<file path="src/verilog/tec_defs.vh">
// offsets, field positions, reset values and counts for the timer/event counter block
`ifndef TEC_DEFS_VH
`define TEC_DEFS_VH

// register byte offsets, one aligned 32-bit word each
`define TEC_OFF_CTRL0    5'h00
`define TEC_OFF_CTRL1    5'h04
`define TEC_OFF_CTRL2    5'h08
`define TEC_OFF_PRE0     5'h0C
`define TEC_OFF_PRE1     5'h10
`define TEC_OFF_PRE2     5'h14
`define TEC_OFF_INTEN    5'h18

// counter_control_register fields
`define TEC_MODE_HI      7
`define TEC_MODE_LO      6
`define TEC_SRC_BIT      5
`define TEC_EN_BIT       4
`define TEC_EDGE_BIT     3
`define TEC_PSC_HI       2
`define TEC_PSC_LO       0

// operating_mode_field codes
`define TEC_MODE_NONE    2'h0
`define TEC_MODE_EVT     2'h1
`define TEC_MODE_TMR     2'h2
`define TEC_MODE_PWC     2'h3

// reset values and masks
`define TEC_CTRL_RST     8'h08
`define TEC_CTRL0_MASK   8'hFF
`define TEC_CTRL12_MASK  8'hF8
`define TEC_PRE_RST      16'h0000
`define TEC_INTEN_RST    3'h0
`define TEC_MAX8         16'h00FF
`define TEC_MAX16        16'hFFFF

// system clock divided by four: terminal count of a 2-bit divider
`define TEC_DIV4_LAST    2'h3
// prescaler length: ratios up to 128
`define TEC_PSC_BITS     7

`endif

</file>
<file path="src/verilog/tec_pin_sync.v">
// three-stage synchroniser with agreement filter and edge pulses
`timescale 1ns/1ps
module tec_pin_sync (
    input  wire i_clk,   // core clock
    input  wire i_rst,   // async reset, active high
    input  wire i_pin,   // asynchronous pin level
    output wire o_rise,  // one-cycle pulse on accepted low-to-high
    output wire o_fall   // one-cycle pulse on accepted high-to-low
);

    reg s1_q;
    reg s2_q;
    reg s3_q;
    reg lvl_q;

    // s1_q feeds only s2_q; the level moves only once s2_q and s3_q agree
    always @(posedge i_clk or posedge i_rst)
    begin
        if (i_rst)
        begin
            s1_q  <= 1'b0;
            s2_q  <= 1'b0;
            s3_q  <= 1'b0;
            lvl_q <= 1'b0;
        end
        else
        begin
            s1_q <= i_pin;
            s2_q <= s1_q;
            s3_q <= s2_q;
            if (s2_q == s3_q)
                lvl_q <= s3_q;
        end
    end

    // each accepted change gives exactly one pulse
    assign o_rise = (s2_q == s3_q) & s3_q & ~lvl_q;
    assign o_fall = (s2_q == s3_q) & ~s3_q & lvl_q;

endmodule // tec_pin_sync

</file>
<file path="src/verilog/tec_prescaler.v">
// power-of-two prescaler on a tick stream, ticking on the divided clock's falling edge
`timescale 1ns/1ps
`include "tec_defs.vh"
module tec_prescaler (
    input  wire       i_clk,   // core clock
    input  wire       i_rst,   // async reset, active high
    input  wire       i_tick,  // source clock tick
    input  wire [2:0] i_psc,   // ratio code, 2 to the power code
    output wire       o_tick   // prescaled tick
);

    reg  [`TEC_PSC_BITS-1:0] div_q;
    wire [`TEC_PSC_BITS-1:0] mask;

    // free-running divider stepped by the source tick
    always @(posedge i_clk or posedge i_rst)
    begin
        if (i_rst)
            div_q <= {`TEC_PSC_BITS{1'b0}};
        else if (i_tick)
            div_q <= div_q + {{(`TEC_PSC_BITS-1){1'b0}}, 1'b1};
    end

    // divided bit falls when all bits below the selected one are ones; code 0 passes through
    assign mask   = {`TEC_PSC_BITS{1'b1}} >> (3'h7 - i_psc);
    assign o_tick = i_tick & (&(div_q | ~mask));

endmodule // tec_prescaler

</file>
<file path="src/verilog/tec_top.v">
// three timer/event counters with wishbone register access
//
// How it works
// - mode bits 7:6 pick event, timer, capture
// - count enable bit 4 runs or halts counting
// - counter 0 prescaler divides by two-power code
// - external pin clocking ignores the prescaler ratio
// - counter 0 bit 5 picks system or crystal
// - pwm enabled forces the shared clock to system
// - counters 1,2 use system/4 or crystal
// - counters 1,2 control bits 2:0 read zero
// - event mode edge bit 0 rising, 1 falling
// - capture edge bit picks start and stop edges
// - timer mode counts each prescaled clock fall
// - overflow raises request and reloads from preload
// - overflow wakes; enable bit zero suppresses request and wake
// - event mode clocks straight from pin edges
// - event counting continues in sleep, wakes
// - overflow after FFH or FFFFH, counting up
// - preload while stopped also loads the counter
// - capture end clears enable, ignores later edges
`timescale 1ns/1ps
`include "tec_defs.vh"
module tec_top (
    input  wire        I_CORE_CLK,  // core clock, 125 MHz
    input  wire        I_SYS_RST,   // async reset, active high
    input  wire        I_WB_CYC,    // wishbone cycle
    input  wire        I_WB_STB,    // wishbone strobe
    input  wire        I_WB_WE,     // wishbone write enable
    input  wire [7:0]  I_WB_ADR,    // wishbone byte address
    input  wire [3:0]  I_WB_SEL,    // wishbone byte selects
    input  wire [31:0] I_WB_DAT,    // wishbone write data
    output wire [31:0] O_WB_DAT,    // wishbone read data
    output wire        O_WB_ACK,    // wishbone acknowledge
    input  wire [2:0]  I_TMR_PIN,   // external_timer_input_pin, one per counter
    input  wire        I_LXT_CLK,   // low_speed_crystal clock, asynchronous
    input  wire        I_PWM_EN,    // pwm enabled, same clock domain
    output wire [2:0]  O_TMR_IRQ,   // timer interrupt request pulses
    output wire        O_WAKE       // wake-up pulse from any enabled overflow
);

    reg  [31:0] wb_dat_q;
    reg         wb_ack_q;
    reg  [31:0] rd_d;
    reg  [2:0]  inten_q;
    reg  [2:0]  irq_q;
    reg  [1:0]  div4_q;
    reg         wake_q;

    wire        wb_req;
    wire        wb_wr;
    wire [3:0]  pin_rise;
    wire [3:0]  pin_fall;
    wire [3:0]  pin_lvl_in;
    wire [23:0] ctrl_all;
    wire [47:0] cnt_all;
    wire [2:0]  ovf_all;
    wire [2:0]  int_tick;
    wire        lxt_tick;
    wire        tp_tick;
    wire        tp_sys;
    wire        div4_tick;
    wire        tmr0_tick;
    wire [15:0] sel16;
    wire [2:0]  ovf_en;
    wire        wb_rd;

    // write decode used by every register
    function hit;
        input [4:0] off;
        input [7:0] adr;
        input       wr;
        begin
            hit = wr & (adr == {3'h0, off});
        end
    endfunction

    // mode decode shared by the count, capture-window and auto-clear logic
    function is_mode;
        input [1:0] cur;
        input [1:0] code;
        begin
            is_mode = (cur == code);
        end
    endfunction

    // a new request is taken only when no answer is pending
    assign wb_req = I_WB_CYC & I_WB_STB & ~wb_ack_q;
    assign wb_wr  = wb_req & I_WB_WE;
    assign wb_rd  = wb_req & ~I_WB_WE;
    assign sel16  = {{8{I_WB_SEL[1]}}, {8{I_WB_SEL[0]}}};

    // pins and crystal cross into the core domain; bit 3 is the crystal
    // two agreeing samples cost about four cycles of latency, but a glitch
    // shorter than a cycle can never count twice
    assign pin_lvl_in = {I_LXT_CLK, I_TMR_PIN};

    genvar s;
    generate
        for (s = 0; s < 4; s = s + 1)
        begin : gen_sync
            tec_pin_sync u_sync (
                .i_clk  (I_CORE_CLK),
                .i_rst  (I_SYS_RST),
                .i_pin  (pin_lvl_in[s]),
                .o_rise (pin_rise[s]),
                .o_fall (pin_fall[s])
            );
        end
    endgenerate

    // crystal clock counts on its falling edge, like the other internal clocks
    // limitation: each crystal phase must last two core cycles to be seen
    assign lxt_tick = pin_fall[3];

    // shared timer-path clock: pwm forces the system clock
    // the override covers counter 0 only; counters 1 and 2 pick their own
    assign tp_sys  = I_PWM_EN | ~ctrl_all[`TEC_SRC_BIT];
    assign tp_tick = tp_sys ? 1'b1 : lxt_tick;

    // counter 0 internal clock through the prescaler
    // the divider is not cleared by control writes, so the first prescaled
    // tick after enable may come up to one full ratio early
    tec_prescaler u_psc (
        .i_clk  (I_CORE_CLK),
        .i_rst  (I_SYS_RST),
        .i_tick (tp_tick),
        .i_psc  (ctrl_all[`TEC_PSC_HI:`TEC_PSC_LO]),
        .o_tick (tmr0_tick)
    );

    // system clock divided by four for counters 1 and 2
    // one free-running divider, so counters 1 and 2 step in the same cycle
    always @(posedge I_CORE_CLK or posedge I_SYS_RST)
    begin
        if (I_SYS_RST)
            div4_q <= 2'h0;
        else
            div4_q <= div4_q + 2'h1;
    end

    assign div4_tick = (div4_q == `TEC_DIV4_LAST);

    // per-counter internal clock selection
    assign int_tick[0] = tmr0_tick;
    assign int_tick[1] = ctrl_all[8+`TEC_SRC_BIT] ? lxt_tick : div4_tick;
    assign int_tick[2] = ctrl_all[16+`TEC_SRC_BIT] ? lxt_tick : div4_tick;

    genvar g;
    generate
        for (g = 0; g < 3; g = g + 1)
        begin : gen_ch
            // counter 2 is the 16-bit one; the others overflow after FFH and reload
            localparam [15:0] MAXV  = (g == 2) ? `TEC_MAX16 : `TEC_MAX8;
            localparam [7:0]  CMASK = (g == 0) ? `TEC_CTRL0_MASK : `TEC_CTRL12_MASK;
            localparam [4:0]  OFF_C = (g == 0) ? `TEC_OFF_CTRL0 :
                                      (g == 1) ? `TEC_OFF_CTRL1 : `TEC_OFF_CTRL2;
            localparam [4:0]  OFF_P = (g == 0) ? `TEC_OFF_PRE0 :
                                      (g == 1) ? `TEC_OFF_PRE1 : `TEC_OFF_PRE2;

            reg  [7:0]  ctrl_q;
            reg  [15:0] pre_q;
            reg  [15:0] cnt_q;
            reg         meas_q;

            wire [1:0]  mode;
            wire        en;
            wire        edge_sel;
            wire        wr_c;
            wire        wr_p;
            wire [15:0] pre_d;
            wire        evt_tick;
            wire        start_e;
            wire        stop_e;
            wire        inc;
            wire        pwc_end;
            wire        m_evt;
            wire        m_tmr;
            wire        m_pwc;
            wire        inc_evt;
            wire        inc_tmr;
            wire        inc_pwc;

            assign mode     = ctrl_q[`TEC_MODE_HI:`TEC_MODE_LO];
            assign en       = ctrl_q[`TEC_EN_BIT];
            assign edge_sel = ctrl_q[`TEC_EDGE_BIT];
            assign wr_c     = hit(OFF_C, I_WB_ADR, wb_wr) & I_WB_SEL[0];
            assign wr_p     = hit(OFF_P, I_WB_ADR, wb_wr) & (|I_WB_SEL[1:0]);

            // one decode per mode; code 00 leaves all three low, so nothing counts
            assign m_evt    = is_mode(mode, `TEC_MODE_EVT);
            assign m_tmr    = is_mode(mode, `TEC_MODE_TMR);
            assign m_pwc    = is_mode(mode, `TEC_MODE_PWC);

            // byte-lane merge; the counter's width caps the preload
            // counters 0 and 1 keep only the low byte of a preload write
            assign pre_d = wr_p ? (((I_WB_DAT[15:0] & sel16) | (pre_q & ~sel16)) & MAXV)
                                : pre_q;

            // event edge: 0 counts rising, 1 counts falling
            assign evt_tick = edge_sel ? pin_fall[g] : pin_rise[g];

            // capture: 0 starts on falling, stops on rising; 1 the reverse
            assign start_e = edge_sel ? pin_rise[g] : pin_fall[g];
            assign stop_e  = edge_sel ? pin_fall[g] : pin_rise[g];

            // event mode takes pin edges directly, so the prescaler plays no part
            assign inc_evt = m_evt & evt_tick;
            // timer mode steps once per falling edge of its internal clock
            assign inc_tmr = m_tmr & int_tick[g];
            // capture counts inside the window; the closing edge adds nothing
            assign inc_pwc = m_pwc & meas_q & ~stop_e & int_tick[g];
            // the enable bit gates every source, so a halted counter holds
            assign inc     = en & (inc_evt | inc_tmr | inc_pwc);

            // the closing edge of a capture ends the window and drops enable
            assign pwc_end     = en & m_pwc & meas_q & stop_e;
            assign ovf_all[g]  = inc & (cnt_q == MAXV);
            assign ctrl_all[g*8 +: 8] = ctrl_q;
            assign cnt_all[g*16 +: 16] = cnt_q;

            // control: a software write wins over the capture auto-clear
            // the auto-clear drops only the enable bit; mode and edge stay set
            always @(posedge I_CORE_CLK or posedge I_SYS_RST)
            begin
                if (I_SYS_RST)
                    ctrl_q <= `TEC_CTRL_RST;
                else if (wr_c)
                    ctrl_q <= I_WB_DAT[7:0] & CMASK;
                else if (pwc_end)
                    ctrl_q[`TEC_EN_BIT] <= 1'b0;
            end

            // capture window: armed by enable, opened by the start edge
            always @(posedge I_CORE_CLK or posedge I_SYS_RST)
            begin
                if (I_SYS_RST)
                    meas_q <= 1'b0;
                else if (~en | ~m_pwc)
                    meas_q <= 1'b0;
                else if (~meas_q & start_e)
                    meas_q <= 1'b1;
                else if (meas_q & stop_e)
                    meas_q <= 1'b0;
            end

            // preload holds the reload value
            always @(posedge I_CORE_CLK or posedge I_SYS_RST)
            begin
                if (I_SYS_RST)
                    pre_q <= `TEC_PRE_RST;
                else
                    pre_q <= pre_d;
            end

            // counter: a stopped counter follows preload writes at once
            // a preload write in the overflow cycle makes the reload use the new value
            always @(posedge I_CORE_CLK or posedge I_SYS_RST)
            begin
                if (I_SYS_RST)
                    cnt_q <= `TEC_PRE_RST;
                else if (wr_p & ~en)
                    cnt_q <= pre_d;
                else if (ovf_all[g])
                    cnt_q <= pre_d;
                else if (inc)
                    cnt_q <= cnt_q + 16'h0001;
            end
        end
    endgenerate

    // interrupt enable bits, one per counter
    always @(posedge I_CORE_CLK or posedge I_SYS_RST)
    begin
        if (I_SYS_RST)
            inten_q <= `TEC_INTEN_RST;
        else if (hit(`TEC_OFF_INTEN, I_WB_ADR, wb_wr) & I_WB_SEL[0])
            inten_q <= I_WB_DAT[2:0];
    end

    // masked overflows, shared by the request and wake outputs
    assign ovf_en = ovf_all & inten_q;

    // request and wake pulses; disabled counters keep counting but stay quiet
    // no sticky flag: each overflow is one pulse, so nothing needs clearing
    always @(posedge I_CORE_CLK or posedge I_SYS_RST)
    begin
        if (I_SYS_RST)
        begin
            irq_q  <= 3'h0;
            wake_q <= 1'b0;
        end
        else
        begin
            irq_q  <= ovf_en;
            wake_q <= |ovf_en;
        end
    end

    // read mux: preload offsets return the live count
    // the preload itself cannot be read back once the counter has moved
    always @*
    begin
        rd_d = 32'h00000000;
        case (I_WB_ADR)
            {3'h0, `TEC_OFF_CTRL0}: rd_d = {24'h000000, ctrl_all[7:0]};
            {3'h0, `TEC_OFF_CTRL1}: rd_d = {24'h000000, ctrl_all[15:8]};
            {3'h0, `TEC_OFF_CTRL2}: rd_d = {24'h000000, ctrl_all[23:16]};
            {3'h0, `TEC_OFF_PRE0}:  rd_d = {16'h0000, cnt_all[15:0]};
            {3'h0, `TEC_OFF_PRE1}:  rd_d = {16'h0000, cnt_all[31:16]};
            {3'h0, `TEC_OFF_PRE2}:  rd_d = {16'h0000, cnt_all[47:32]};
            {3'h0, `TEC_OFF_INTEN}: rd_d = {29'h0, inten_q};
            default:                rd_d = 32'h00000000;
        endcase
    end

    // one-cycle answer; unmapped addresses ack with zero data and no effect
    // ack blocks a new request for one cycle, so a held request is answered
    // only every second cycle
    always @(posedge I_CORE_CLK or posedge I_SYS_RST)
    begin
        if (I_SYS_RST)
        begin
            wb_ack_q <= 1'b0;
            wb_dat_q <= 32'h00000000;
        end
        else
        begin
            wb_ack_q <= wb_req;
            if (wb_rd)
                wb_dat_q <= rd_d;
        end
    end

    assign O_WB_DAT  = wb_dat_q;
    assign O_WB_ACK  = wb_ack_q;
    assign O_TMR_IRQ = irq_q;
    assign O_WAKE    = wake_q;

endmodule // tec_top

</file>
<file path="config.mk">
export PLATFORM = sky130hd
export DESIGN_NAME = tec_top
export DESIGN_NICKNAME = d
export VERILOG_FILES = /design/src/verilog/tec_pin_sync.v /design/src/verilog/tec_prescaler.v /design/src/verilog/tec_top.v
export VERILOG_INCLUDE_DIRS = /design/src /design/src/verilog
export SDC_FILE = /design/constraint.sdc
export NUM_CORES = 1
export LEC_CHECK = 0
export BUFFER_PORTS_ARGS = -buffer_cell sky130_fd_sc_hd__clkbuf_2
export CAP_MARGIN = 20
export CORE_AREA = 3 3 189 191
export DETAILED_ROUTE_END_ITERATION = 8
export DIE_AREA = 0 0 192 194
export SLEW_MARGIN = 40
export SYNTH_ARGS = -nofsm -noshare
export SYNTH_HDL_FRONTEND = slang
export SYNTH_HIERARCHICAL = 1
export SYNTH_SLANG_ARGS = --single-unit
</file>
<file path="constraint.sdc">
create_clock -name I_CORE_CLK -period 6.6 [get_ports I_CORE_CLK]
set_clock_uncertainty 0.2 [all_clocks]
set_input_delay 1.32 -clock I_CORE_CLK [delete_from_list [all_inputs] [get_ports I_CORE_CLK]]
set_output_delay 1.32 -clock I_CORE_CLK [all_outputs]
set_load 0.02 [all_outputs]
</file>
* Word level (Yosys, flattened, before mapping)
Cells that the tools add are included.
Operators by class: add/subtract/negate cells 6, equality and inequality tests 23, shifts and indexed selects 1, multiplexer cells 37, bitwise logic cells 115, reduce and logical (&&, ||, !) cells 13
Operators by type and width (count):
- 2-to-1 mux 16 bit | 12
- one-hot mux 16 bit (7 select lines) | 1
- AND 1 bit | 72
- adder 16 x 1 -> 16 bit, second input constant | 3
- AND 16 bit | 2
- == test 16 x 8 -> 1 bit, second input constant | 2
- == test 8 x 5 -> 1 bit, second input constant | 3
- 2-to-1 mux 1 bit | 24
- inverter 1 bit | 22
- nonzero test 3 bit | 6
- AND 8 bit | 2
- == test 16 bit, second input constant | 1
- == test 8 x 4 -> 1 bit, second input constant | 2
- inverter 16 bit | 1
- OR 16 bit | 1
- OR 8 bit | 2
- == test 2 bit, second input constant | 7
- OR 1 bit | 10
- == test 8 x 3 -> 1 bit, second input constant | 1
- zero test 8 bit | 1
- adder 7 x 1 -> 7 bit, second input constant | 1
- inverter 7 bit | 1
- OR 7 bit | 1
- AND reduction 7 bit | 1
- other kinds (9) | 16
Storage, ports and cells: register bits after elaboration 182, bits of input ports 54, output and inout port bits 37, word-level logic and storage cells 233

* Longest topological paths before layout
depth in word-level cells 13, depth in mapped cells 14

* Cells and area by module
Netlist, hierarchy kept.
Modules (own cells, without submodules):
- tec_top | times used 1, cells an instance 734, area an instance 7498.4 um^2
- tec_pin_sync | times used 4, cells an instance 12, area an instance 163.9 um^2
- tec_prescaler | times used 1, cells an instance 33, area an instance 345.3 um^2

* Worst setup path before layout
No wires, ideal clock.
path kind in2reg, from input I_WB_ADR[3], to register gen_ch[2].cnt_q[8], library setup time 0.121 ns, data arrival time 2.954 ns, required time 6.279 ns, setup slack 3.325 ns, cell stages on the path 6, buffers on the path 0, cells stage by stage nor4b_4 nand2_1 nor2_2 mux2_2 mux2_2 o22a_1
On the way: word-level cells in the longest chain between the ends 6
Ends and longest elaborated chain:
- start, declared | RTL line tec_top.v:30 | input wire [7:0] I_WB_ADR,
- == test 8 x 5 -> 1 bit * | RTL line tec_top.v:74 | hit = wr & (adr == {3'h0, off});
- AND 1 bit * | RTL line tec_top.v:74
- AND 1 bit * | RTL line tec_top.v:188 | assign wr_p = hit(OFF_P, I_WB_ADR, wb_wr) & (|I_WB_SEL[1:0]);
- 2-to-1 mux 16 bit * | RTL line tec_top.v:197 | assign pre_d = wr_p ? (((I_WB_DAT[15:0] & sel16) | (pre_q & ~sel16)) & MAXV)
- named net gen_ch[2].pre_d[8] | RTL line tec_top.v:171 | wire [15:0] pre_d;
- 2-to-1 mux 16 bit | RTL line tec_top.v:264 | else if (ovf_all[g])
- 2-to-1 mux 16 bit * | RTL line tec_top.v:262 | else if (wr_p & ~en)
- end signal, assigned | RTL line tec_top.v:261 | cnt_q <= `TEC_PRE_RST;
- end signal, assigned | RTL line tec_top.v:263 | cnt_q <= pre_d;
- end signal, assigned | RTL line tec_top.v:265 | cnt_q <= pre_d;
- end, declared | RTL line tec_top.v:163 | reg [15:0] cnt_q;
Mark *: on every way through the listed nets, which the timed path passes. The rest lies on a longest branch. A chain may end at the register's enable or synchronous reset.

* Worst setup path after layout
from input I_WB_ADR[3], to register gen_ch[2].cnt_q[3]
On the way: word-level cells in the longest chain between the ends 6
Ends and longest elaborated chain (RTL line):
- == test 8 x 5 -> 1 bit * | tec_top.v:74
- AND 1 bit * | tec_top.v:74
- AND 1 bit * | tec_top.v:188
- 2-to-1 mux 16 bit | tec_top.v:197
- 2-to-1 mux 16 bit | tec_top.v:264
- 2-to-1 mux 16 bit | tec_top.v:262
Mark *: on every way between the ends. The rest lies on a longest branch, timed or not.

==> impl_results.md <==
- Switch Pwr: 551 uW
- Gate power share: 0.056
- Max Cap Viol: 0
- Final nets: 923
- Worst path slowest cell: and3_1
- Hold Worst Slack: 0.147 ns
- Final Slew Violations: 0
- Gr usage total: 0.127
- Post-CTS sizing: 0
- Grt total ovfl: 0
- Final period util: 0.573
- Static leakage: 0.00432 uW
- Antenna violations before repair: 6
- Min-Delay Path Class: flip-flop to flip-flop
- Clock Sinks: 166
- Die W: 192 um
- Reg clk slew, reported paths: 0.06 ns
- CP peak stage delay: 0.68 ns
- Post-DR vias/cell: 4.94
- Rel. slew slack: 0.437
- Post-layout util: 0.284
- Fill cell count: 3555
- Setup tns final: 0 ns
- Clk_lat worst skew: 0.43 ns
- Non-filler instance count after layout: 1327
- Pwr dens: 221 nW/um^2
- Maximum clock insertion buffer count: 2
- Die Ht: 194 um
- TritonCTS clock tree: done
- Critical path launch point type: primary input
- Global route hottest layer: met2
- Largest net degree at the start of global routing: 90
- Family with the most delay on the worst path: simple AND/OR/NAND/NOR gates
- Die area: 37200 sq um
- Ys Warns: 6
- Post-CTS setup buffer count: 0
- Clk root buf: clkbuf_16
- Minimum clock period: 3.78 ns
- First-pass GRT wire length: 37000 um
- CTS Buf Count: 17
- Via count: 6560
- CP Buf/Inv Count: 2
- Total wire length: 23600 um
- M2 GR Usage: 0.188
- Vias in the first global route: 6280
- Global placement routability congestion: 0.860
- Crit-path cells: clkbuf_2 > nor4b_4 > and3_1 > nor3b_4 > a31oi_2 > buf_4 > mux2_4 > o22a_1
- CP Data Required Time: 6.71 ns
- DRT Pass-1 Iters: 7
- Unrepaired setup endpoints after global routing: no
- Sequential share of power: 0.503
- Clk pwr share: 0.441
- Post-route ant nets: 0
- Hold-fix buffers at CTS: 0
- Met3 GRT Util: 0.0400
- CP Class: primary input to flip-flop
- I/O pin cnt: 91
- Share of cells above drive strength 1: 0.195
- Max IR drop VDD: 0.134 mV
- Placed cell count: 1293
- GRT met1 Usage: 0.178
- Endpoints failing setup: 0
- H-tree Lvls: 4
- Crit path DAT: 3.89 ns
- Port bufs: 56
- CP endpoint kind: flip-flop
- Register-to-register setup slack: 3.31 ns
- Synth-to-Final Area Change: 14.7%
- Worst Tran Pin Value: 0.838 ns
- Core Area: 34300 sq um
- Final Hold Violating Endpoints: 0
- Area of the multi-input gates: 3980 sq um
- Pint: 1600 uW
- Status: finished clean
- # DRC: 0
- Drt first-iter violations: 687
- Sw Share: 0.257
- Syn_area_per_cell: 10.4 sq um
- Cells after synthesis: 813
- Power, Total: 2150 uW
- Drt wl/cell: 17.7 um
- Row count: 68
- Critical path fanouts, max: 17
- Initial Util: 0.247
- Sequential cell area: 4160 sq um
- Fmax: 0.264 GHz
- HPWL Detailed: 16900 um
- Mapped Area: 8480 sq um
placed cells by master, fill, tap and decap left out, types with 4 or more instances in the layout:
cell and n:
a32oi_1 7, nor2_1 26, dfrtp_1 163, o21ai_0 51
nand4_1 14, nand3_1 33, and4_1 9, o22a_1 9
nor3_1 24, inv_1 35, conb_1 16, nand2b_1 4
a211oi_1 13, and3_1 17, a32o_1 7, mux2_2 47
nor2b_1 9, clkbuf_2 56, inv_6 4, clkbuf_16 17
a22oi_1 8, o2bb2ai_1 11, a222oi_1 15, mux2i_1 23
buf_4 5, xnor2_1 5, ha_1 12, nand2_1 63
nor2_2 4, clkinv_4 4, a21oi_1 35, a21o_1 11
and2_1 30, a21boi_0 4, mux2_4 5, nor4_1 9
per-stage QoR:
step | area (sq um) | worst slack [ns]
detailed placement | 9160 | 2.44
CTS | 9720 | 2.88
finish | 9730 | 2.82
global route | 9720 | 2.72
floorplan | 8540 | 1.25
global placement | 9150 | 2.46
layer usage:
layer / wire [um] / share of wire
met5: 47 / 0.0020
met4: 379 / 0.016
met3: 1800 / 0.077
met2: 10600 / 0.45
met1: 10800 / 0.46
power groups by stage:
stage | sequential [uW] | clock (uW) | combinational (uW)
after detailed placement | 1100 | 0 | 123
final | 1080 | 948 | 121
after floorplan | 1090 | 0 | 87.6
after global placement | 1100 | 0 | 119
after CTS | 1080 | 975 | 123
after global routing | 1090 | 1020 | 137
area by class of cell:
class	instances	share of cell area
Sequential cell	166	0.427
Multi-Input combinational cell	575	0.409
Tap cell	455	0.0585
Clock buffer	19	0.0455
Timing Repair Buffer	61	0.0327
Inverter	36	0.0147
Clock inverter	13	0.0116
Antenna cell	2	0.000515
registers in the layout, indices dropped and copies added (netlist names), 4 cells and up:
register,count
gen_ch.cnt_q,48
gen_ch.pre_q,48
gen_ch.ctrl_q,18
O_WB_DAT,16
u_psc/div_q,7
gen_sync.u_sync/lvl_q,4
gen_sync.u_sync/s1_q,4
gen_sync.u_sync/s2_q,4
gen_sync.u_sync/s3_q,4
final timing paths:
kind                                         start                 endpoint  cells after the start
hold / removal             gen_sync[0].u_sync/s1_q  gen_sync[0].u_sync/s2_q                      0
setup reg to reg                gen_ch[2].cnt_q[0]       gen_ch[2].cnt_q[6]                      8
setup / recovery                       I_WB_ADR[3]       gen_ch[2].cnt_q[3]                      8
min in group asynchronous                I_SYS_RST  gen_sync[1].u_sync/s1_q                      2
max in group asynchronous                I_SYS_RST       gen_ch[1].pre_q[4]                      3
hold reg to reg            gen_sync[0].u_sync/s1_q  gen_sync[0].u_sync/s2_q                      0
(Power assumes the default switching activity.)
